## config.mk

```make
export PLATFORM = sky130hd
export DESIGN_NAME = motion_wake_ctrl
export DESIGN_NICKNAME = d
export VERILOG_FILES = /design/src/rtl/motion_wake_pkg.sv /design/src/rtl/motion_wake_if.sv /design/src/rtl/motion_pulse_gen.sv /design/src/rtl/motion_wake_ctrl.sv
export SDC_FILE = /design/constraint.sdc
export NUM_CORES = 1
export LEC_CHECK = 0
export BUFFER_PORTS_ARGS = -buffer_cell sky130_fd_sc_hd__buf_2
export CAP_MARGIN = 20
export CORE_UTILIZATION = 47
export DETAILED_ROUTE_END_ITERATION = 7
export PLACE_DENSITY_LB_ADDON = 0.08
export SLEW_MARGIN = 20
export SYNTH_ARGS = -nofsm -noshare
export SYNTH_HDL_FRONTEND = slang
export SYNTH_SLANG_ARGS = --single-unit
```

## constraint.sdc

```tcl
create_clock -name mclk -period 1.8 [get_ports mclk]
set_input_delay 0.18 -clock mclk [delete_from_list [all_inputs] [get_ports mclk]]
set_output_delay 0.18 -clock mclk [all_outputs]
set_load 0.01 [all_outputs]
```

## src/rtl/motion_wake_pkg.sv

```systemverilog
// Constants and types shared by the wake-on-motion controller
package motion_wake_pkg;
	localparam int mode_width = 2;
	localparam int thr_width = 8;
	localparam int accel_width = 8;
	localparam int pulse_width_cnt = 16;
	typedef enum logic [1:0]
	{
		mode_off = 2'h0,
		mode_rx_only = 2'h1,
		mode_host_only = 2'h2,
		mode_both = 2'h3
	} wake_mode_type;
	localparam logic [thr_width-1:0] thr_reset = 8'h00;
	localparam logic [thr_width-1:0] thr_default_code = 8'h00;
	// Threshold code for half a standard gravity on the linear 1..255 scale
	localparam logic [thr_width-1:0] thr_half_g = 8'h80;
	localparam logic [pulse_width_cnt-1:0] pulse_cycles_default = 16'h00c8;
	localparam logic [pulse_width_cnt-1:0] pulse_zero = 16'h0000;
	localparam logic [pulse_width_cnt-1:0] pulse_one = 16'h0001;
endpackage

```

## src/rtl/motion_wake_if.sv

```systemverilog
// Synchronised sensor event passing into the pulse generator
`timescale 1ns/1ps
interface motion_wake_if;
	logic pulse_req;
	logic pulse_active;
	modport source
	(
		output pulse_req,
		input pulse_active
	);
	modport sink
	(
		input pulse_req,
		output pulse_active
	);
endinterface // motion_wake_if

```

## src/rtl/motion_pulse_gen.sv

```systemverilog
// Fixed-width pulse generator for the motion wake pin
`timescale 1ns/1ps
module motion_pulse_gen
	import motion_wake_pkg::*;
#(
	parameter logic [pulse_width_cnt-1:0] pulse_cycles = pulse_cycles_default
)
(
	input wire logic mclk,
	input wire logic srst,
	motion_wake_if.sink evt
);
	logic [pulse_width_cnt-1:0] cnt_ff;
	logic [pulse_width_cnt-1:0] nxt_cnt;
	// Reload on request, otherwise count down to idle
	assign nxt_cnt = evt.pulse_req ? pulse_cycles :
		(cnt_ff != pulse_zero) ? cnt_ff - pulse_one : pulse_zero; // [RULE14]
	assign evt.pulse_active = (cnt_ff != pulse_zero);
	// Counter register
	always_ff @(posedge mclk)
	begin
		if (srst)
			cnt_ff <= pulse_zero;
		else
			cnt_ff <= nxt_cnt;
	end
endmodule // motion_pulse_gen

```

## src/rtl/motion_wake_ctrl.sv

```systemverilog
// Wake-on-motion controller top level
// Overview of operation
// RULE1: Mode resets to 0; mode 0 never wakes receiver nor drives the pin.
// RULE2: Mode 1 wakes receiver on sensor interrupt, leaves the wake pin quiet.
// RULE3: Mode 2 pulses the wake pin on motion, receiver stays asleep.
// RULE4: Mode 3 wakes receiver and pulses the wake pin.
// RULE5: A woken receiver stays in normal operation, not back to backup.
// RULE6: Threshold codes 1..255 map linearly from zero to one gravity.
// RULE7: Threshold resets to 0, treated as half a gravity.
// RULE8: One threshold for all axes; any axis above it raises motion.
// RULE9: Host commits settings and power cycles the receiver after changes.
// RULE10: Host enters backup through a power request with zero duration.
// RULE11: Host keeps the external interrupt zero wake source enabled.
// RULE12: Power cycle needed only after the motion configuration changes.
// RULE13: Receiver wake acts only while the receiver is in backup mode.
// RULE14: Sensor interrupt synchronised; wake pin pulses have fixed width.
`timescale 1ns/1ps
module motion_wake_ctrl
	import motion_wake_pkg::*;
#(
	parameter logic [pulse_width_cnt-1:0] pulse_cycles = pulse_cycles_default
)
(
	input wire logic mclk,
	input wire logic srst,
	input wire logic [motion_wake_pkg::mode_width-1:0] motion_wake_mode_setting,
	input wire logic [motion_wake_pkg::thr_width-1:0] motion_wake_threshold_setting,
	input wire logic cfg_load,
	input wire logic [motion_wake_pkg::accel_width-1:0] accel_x,
	input wire logic [motion_wake_pkg::accel_width-1:0] accel_y,
	input wire logic [motion_wake_pkg::accel_width-1:0] accel_z,
	input wire logic accel_valid,
	input wire logic sensor_irq,
	input wire logic backup_mode,
	input wire logic external_irq_zero_wake_source,
	output logic motion_wake_pin,
	output logic rx_wake,
	output logic sensor_irq_out,
	output logic [motion_wake_pkg::thr_width-1:0] active_threshold
);
	import motion_wake_pkg::*;

	// ************************************************************
	// Configuration
	// ************************************************************
	wake_mode_type mode_ff;
	logic [thr_width-1:0] thr_ff;
	logic [thr_width-1:0] eff_thr;
	// Settings latch on load and take effect from the next clock cycle
	always_ff @(posedge mclk)
	begin
		if (srst)
		begin
			mode_ff <= mode_off; // [RULE1]
			thr_ff <= thr_reset; // [RULE7]
		end
		else if (cfg_load)
		begin
			mode_ff <= wake_mode_type'(motion_wake_mode_setting); // [RULE9]
			thr_ff <= motion_wake_threshold_setting;
		end
	end
	// Code 0 is replaced by the half-gravity code
	assign eff_thr = (thr_ff == thr_default_code) ? thr_half_g : thr_ff; // [RULE7] [RULE6]
	logic [thr_width-1:0] act_thr_ff;
	// Effective threshold registered so the output comes from a flop
	always_ff @(posedge mclk)
	begin
		if (srst)
			act_thr_ff <= thr_half_g; // [RULE7]
		else
			act_thr_ff <= eff_thr;
	end

	// ************************************************************
	// Motion detection in the sensor
	// ************************************************************
	logic any_axis_over;
	logic irq_out_ff;
	logic nxt_irq_out;
	localparam int axis_count = 3;
	logic [accel_width-1:0] axis_val [axis_count];
	logic [axis_count-1:0] axis_over;
	// Axis samples use the same linear code scale as the threshold
	assign axis_val[0] = accel_x;
	assign axis_val[1] = accel_y;
	assign axis_val[2] = accel_z;
	// One comparator per axis against the shared threshold
	for (genvar g = 0; g < axis_count; g++)
	begin : g_axis
		assign axis_over[g] = (axis_val[g] > eff_thr); // [RULE8] [RULE6]
	end
	assign any_axis_over = |axis_over; // [RULE8]
	assign nxt_irq_out = accel_valid && any_axis_over && (mode_ff != mode_off);
	// Interrupt line driven towards the sensor pin
	always_ff @(posedge mclk)
	begin
		if (srst)
			irq_out_ff <= 1'b0;
		else
			irq_out_ff <= nxt_irq_out; // [RULE8]
	end

	// ************************************************************
	// Interrupt synchroniser and edge detect
	// ************************************************************
	logic irq_s1_ff;
	logic irq_s2_ff;
	logic irq_s3_ff;
	logic irq_rise;
	// Two-stage synchroniser plus one history stage
	always_ff @(posedge mclk)
	begin
		if (srst)
		begin
			irq_s1_ff <= 1'b0;
			irq_s2_ff <= 1'b0;
			irq_s3_ff <= 1'b0;
		end
		else
		begin
			irq_s1_ff <= sensor_irq; // [RULE14]
			irq_s2_ff <= irq_s1_ff;
			irq_s3_ff <= irq_s2_ff;
		end
	end
	assign irq_rise = irq_s2_ff && !irq_s3_ff;

	// ************************************************************
	// Mode decode
	// ************************************************************
	logic mode_wakes_rx;
	logic mode_drives_pin;
	logic backup_s1_ff;
	logic backup_s2_ff;
	// Backup state arrives from the power logic's own domain
	always_ff @(posedge mclk)
	begin
		if (srst)
		begin
			backup_s1_ff <= 1'b0;
			backup_s2_ff <= 1'b0;
		end
		else
		begin
			backup_s1_ff <= backup_mode;
			backup_s2_ff <= backup_s1_ff;
		end
	end
	assign mode_wakes_rx = (mode_ff == mode_rx_only) || (mode_ff == mode_both); // [RULE2] [RULE4]
	assign mode_drives_pin = (mode_ff == mode_host_only) || (mode_ff == mode_both); // [RULE3] [RULE4]

	// ************************************************************
	// Receiver wake
	// ************************************************************
	logic src_s1_ff;
	logic src_s2_ff;
	logic wake_ff;
	logic nxt_wake;
	// Wake source enable is a host level from outside
	always_ff @(posedge mclk)
	begin
		if (srst)
		begin
			src_s1_ff <= 1'b0;
			src_s2_ff <= 1'b0;
		end
		else
		begin
			src_s1_ff <= external_irq_zero_wake_source;
			src_s2_ff <= src_s1_ff; // [RULE11]
		end
	end
	// Wake holds until backup ends, then normal operation follows
	assign nxt_wake = backup_s2_ff && (wake_ff ||
		(irq_rise && mode_wakes_rx && src_s2_ff)); // [RULE13] [RULE5]
	always_ff @(posedge mclk)
	begin
		if (srst)
			wake_ff <= 1'b0;
		else
			wake_ff <= nxt_wake; // [RULE2]
	end

	// ************************************************************
	// Host wake pin
	// ************************************************************
	motion_wake_if evt ();
	logic pin_ff;
	assign evt.pulse_req = irq_rise && mode_drives_pin; // [RULE3]
	motion_pulse_gen #(
		.pulse_cycles(pulse_cycles)
	) u_pulse (
		.mclk(mclk),
		.srst(srst),
		.evt(evt)
	);
	// Registered pin, cleared when mode stops driving it
	always_ff @(posedge mclk)
	begin
		if (srst)
			pin_ff <= 1'b0;
		else
			pin_ff <= evt.pulse_active && mode_drives_pin; // [RULE1] [RULE14]
	end

	assign motion_wake_pin = pin_ff;
	assign rx_wake = wake_ff;
	assign sensor_irq_out = irq_out_ff;
	assign active_threshold = act_thr_ff;
endmodule // motion_wake_ctrl

```

# ---- Word level (Yosys, flattened, before mapping)
# Cells that the tools add are included.
dict set report totals {
  ff_bits 44
  inputBits 41
  out_inout_bits 11
  word_cells 43
}
dict set report classes {
  addsub 1
  order_cmp 3
  eq_ne 3
  mux 3
  bitwise_logic 1
  reduce_logical 17
}
# cell count
set ops {}
lappend ops {{8-bit greater-than comparator} 3}
lappend ops {{8-bit two-way mux} 3}
lappend ops {{16-bit nonzero test} 1}
lappend ops {{16-bit by 1-bit subtractor with 16-bit output (second input constant)} 1}
lappend ops {{1-bit logical AND} 8}
lappend ops {{8-bit zero test} 1}
lappend ops {{3-bit OR reduction} 2}
lappend ops {{2-bit equality test (second input constant)} 2}
lappend ops {{1-bit logical OR} 3}
lappend ops {{2-bit by 1-bit equality test with 1-bit output (second input constant)} 1}
lappend ops {{2-bit nonzero test} 1}
lappend ops {{1-bit zero test} 1}
lappend ops {{1-bit inverter} 1}

# ---- Longest topological paths before layout
dict set report depth {
  word_depth 6
  depth_mapped 9
  ltp_nobuf 7
}

# ---- Cells and area by module
# Synthesis repeated with hierarchy kept, for this count alone.
dict set report hier_totals {
  cells_unflattened 220
  hier_area_um2 2142.1
}
# module n_inst cells_each area_each_um2 seq_area_each_um2
set modules_own_cells {}
lappend modules_own_cells {motion_wake_ctrl 1 142 1385.1 560.5}
lappend modules_own_cells {motion_pulse_gen 1 78 757.0 320.3}

# ---- Worst setup path after synthesis
# OpenSTA, ideal clock, no wires.
dict set report synth_path {
  path_type {reg2reg}
  start {reg u_pulse.cnt_ff[0]}
  end {reg u_pulse.cnt_ff[4]}
  setup_time_ns 0.129
  arrival_ns 1.828
  required_time_ns 1.671
  setup_slack_ns -0.156
  stages_incl_launch_ff 10
  n_path_buf 2
  synth_period_minus_slack_ns 1.956
  path_cell_list {dfxtp_1 -> inv_1 -> ha_1 -> or4b_1 -> clkbuf_1 -> nor4_1 -> nand2b_4 -> nand3_1 -> buf_4 -> a21oi_1}
}
dict set report synth_via {
  elab_chain_len 3
  elab_cells_between_ends 4
  cone_classes {add/sub (1); bitwise (1); reduce/logical (2)}
}
# element line
set synth_lines {}
lappend synth_lines {{start: declaration} motion_pulse_gen.sv:13} ;# logic [pulse_width_cnt-1:0] cnt_ff;
lappend synth_lines {{start signal: assignment} motion_pulse_gen.sv:23} ;# cnt_ff <= pulse_zero;
lappend synth_lines {{start signal: assignment} motion_pulse_gen.sv:25} ;# cnt_ff <= nxt_cnt;
lappend synth_lines {{parallel branches: the longest is 3 deep, another holds 16-bit by 1-bit subtractor with 16-bit output} -}
# Parallel ways; which one is timed is not known.
# A chain may end at the register's enable or synchronous reset.

# ---- Worst setup path in the final report
dict set report layout_path {
  start {reg u_pulse.cnt_ff[8]}
  end {reg u_pulse.cnt_ff[15]}
}
# Same word-level chain as after synthesis.

==> run summary <==
### Timing
- 0 — final slew viol count
- 0.346 ns — transition time at the pin with the least slew margin
- yes — setup repair after global routing missed its margin
- 539 MHz — Max Clk Rate
- 0.00455 ns — setup clock skew after layout
- -0.0545 ns — final worst slack
- 2 — count of endpoints failing setup in the final report
- 103% — post-route fraction of the period consumed by the critical path
- 0 — Fin. Hold Viols
- 1.85 ns — Period minus WS final
- 0.0844 ns — Hold Worst Slack
- -0.0799 ns — Post-Route Setup TNS
- 76.9% — relative max-transition margin

### Global route
- 7180 um — first-pass GRT wire length
- 29 — maximum number of pins on one net before global-route repair
- 21.4% — total track usage
- 0 — total global routing overflow
- 1615 — vias in the first global route
- 0 — antenna violations before repair

### Synthesis
- 2110 um^2 — area of the mapped netlist
- dfxtp_1, ha_1, mux2i_1, nor2_1, a21oi_1 — dominant cells by area after synthesis
- 291 — syn_nets
- 41.8% — share of the synthesized area in the top cell type
- 9.37 um^2 — Post-Syn Area per Cell
- 33 — Cell variety after synth
- dfxtp_1 — commonest register cell after synthesis
- 225 — number of standard cells after synthesis
- 0 — EDFF count, synth
- dfxtp_1 — library cell with the largest summed area after synthesis
- 0% — proportion of register bits with asynchronous set or reset after synthesis
- 44 — total of flip-flops plus latches after synthesis
- 0 — synth warn
- 41.8% — Seq/Total Area, Yosys

### Floorplanning
- 50.9% — effective utilization at floorplan
- 69.0 um — floorplan die width
- 23 — Std-Cell Rows
- 52 — num ports
- 4140 um^2 — placeable core region
- 4760 um^2 — Die ar.
- 69.0 um — chip height

### Critical path
- register — element type at the critical path start
- 1.99 ns — Req. time, crit path
- -0.05 ns — Worst R2R Setup Slack
- 5 — cells on worst reg2reg path
- register — kind of end point of the critical path
- 4 — maximum fanout count along the critical path
- register to register — WS Path Type
- or4_4, or3_4, nor4_4, mux2i_1, nor2_1 — cell chain of the critical path
- 0.52 ns — max incr delay on CP
- simple AND/OR/NAND/NOR gates — critical path's top delay family
- 2.05 ns — data arrival time of the critical path
- or4_4 — critical-path cell with the highest stage delay
- u_pulse.cnt_ff[15] — Reg-to-Reg End
- u_pulse.cnt_ff[8] — FF-to-FF Start
- 0 — number of buffer and inverter stages on the critical path

### Cells and area
- 33.1% — Area Overhead vs Synth
- 358 — net count reported at finish
- 366 — fill cell total of the finished layout
- 35.5% — fraction of final layout cells with drive strength greater than 1
- 343 — final cell count without fillers
- 67.7% — core occupancy in the finished layout
- buf_2, dfxtp_1, nor2_1 — commonest cells after routing, fill and taps aside
- buf_2 — most frequent standard cell in the layout excluding fill and tap cells
- 0 — Antenna Cells

### Clock network
- 0.30 ns — clock latency at the later pin of the worst-skew pair
- done — CTS tree
- 44 — CTS sink cnt
- 0.08 ns — clock slew at the register clock pins of the worst setup and hold paths
- 5 — number of buffers created by CTS
- 0 — Post-CTS Setup Bufs
- clkbuf_8 — cell chosen for the clock root
- 2 — H-tree Lvls
- 0 — number of hold buffers added after cts
- 2 — CTS max path bufs

### Run
- 0 — count of max-cap constraint violations

### Status
- setup timing — violations in the final reports
- finished with violations — outcome

### Drt
- 0 — residual antenna-violating net count after detailed routing
- 0 — # DRC
- 4 — number of iterations in the first detailed-routing pass
- 5.02 — routed vias/inst
- 4350 um — sum of routed wire length over all layers
- 82 — iteration-0 DRC count of the detailed router
- 1721 — via count
- 12.7 um — routed len/inst

### Min path
- 2 — hold-critical path depth
- primary input to register — worst min path class
- backup_s1_ff — endpoint of the worst hold path
- backup_mode — hold wc startpoint

### Placement
- 334 — dpl cells
- 51 — Port-buffer cells
- 3220 um — estimated wirelength of the detail-placed design
- 0.817 — final weighted congestion in routability-driven placement

### Power
- 3.97 mW — Final Power
- 1.29 nW — cell leakage power
- 1410 nW/um^2 — power density cells
- 0.713 mV — Peak VDD IR

-- stage by stage --
stage	instance area (um^2)	setup slack, ns
after global routing	2810	-0.114
after CTS	2730	-0.0562
after floorplan	2160	0.0110
final	2810	-0.0545
after global placement	2540	0.0119
after detailed placement	2540	-0.0326
-- flip-flops by register name, summed over array words and instances, names as in the netlist --
signal and cells:
motion_wake_pin 1, src_s1_ff 1, backup_s2_ff 1, active_threshold 8, u_pulse.cnt_ff 16, backup_s1_ff 1
mode_ff 2, sensor_irq_out 1, src_s2_ff 1, irq_s2_ff 1, rx_wake 1, thr_ff 8
irq_s1_ff 1, irq_s3_ff 1
-- layout make-up --
class                      instances  area, um^2  share of cell area (%)
timing repair buffer              66         372                    13.2
clock inverter                     3        90.1                    3.21
tap                               50        62.6                    2.23
sequential                        44         883                    31.5
inverter                          14        52.6                    1.87
clock buffer                       5        68.8                    2.45
multi-input combinational        161        1280                    45.5
-- report_power, final --
group	total (mW)	internal [mW]	switching, mW
Combinational	1.63	0.832	0.802
Sequential	1.30	1.15	0.150
Clock	1.03	0.694	0.339
-- worst reg2reg max path: cells and delay by family, from the launching register on --
kind             cells  cell delay, ns
and+or+nand+nor      4            1.18
DFF                  1            0.33
muxes                1            0.25
-- worst max-delay path by stage --
stage / from / end / slack, ns / cells past startpoint
2_1_floorplan: u_pulse.cnt_ff[6] / u_pulse.cnt_ff[15] / 0.01 / 5
3_3_place_gp: u_pulse.cnt_ff[6] / u_pulse.cnt_ff[15] / 0.01 / 5
3_5_place_dp: thr_ff[1] / sensor_irq_out / -0.03 / 7
4_1_cts: u_pulse.cnt_ff[8] / u_pulse.cnt_ff[15] / -0.06 / 5
5_1_grt: u_pulse.cnt_ff[8] / u_pulse.cnt_ff[15] / -0.11 / 5
6_report: u_pulse.cnt_ff[8] / u_pulse.cnt_ff[15] / -0.05 / 5
-- Yosys cell counts, types with 2 or more instances --
cell      number
xnor2_1        7
nor2_1        32
nand4_1        7
nor3_1         5
nand3_1        2
xor2_1         3
a21o_1         2
inv_1         14
dfxtp_1       44
nand2b_1       2
nor4_1         4
o21ai_0        4
o22ai_1        2
a21oi_1       15
ha_1          25
mux2i_1       12
o211ai_1       4
a31oi_1        2
clkbuf_1       6
nor2b_1       12
nand2_1        9
-- logic make-up after synthesis --
group                    after synthesis  synth area share (%)
XOR/XNOR                              10                  4.15
flip-flops                            44                  41.8
buffers and inverters                 21                  3.92
adder cells (fa/ha/maj)               25                  14.8
multiplexers                          12                  5.70
AND/OR/NAND/NOR                       83                  21.4
AO/OA/AOI/OAI                         30                  8.19
-- metal layers --
layer  track usage [%]  up-vias  share of wire (%)
met1              29.4      768                 51
met3              6.58        7                4.2
li1                  -      915                  -
met4              6.89        0                1.2
met2              31.4       31                 43
met5                 0        -                  0
-- what timing repair did --
action / in CTS / in global routing
resized for setup: 4 / 19
cloned: 1 / 0
setup endpoints to repair: 12 / 17
pin swaps: 2 / 10
Power figures use the tool's default switching activity.
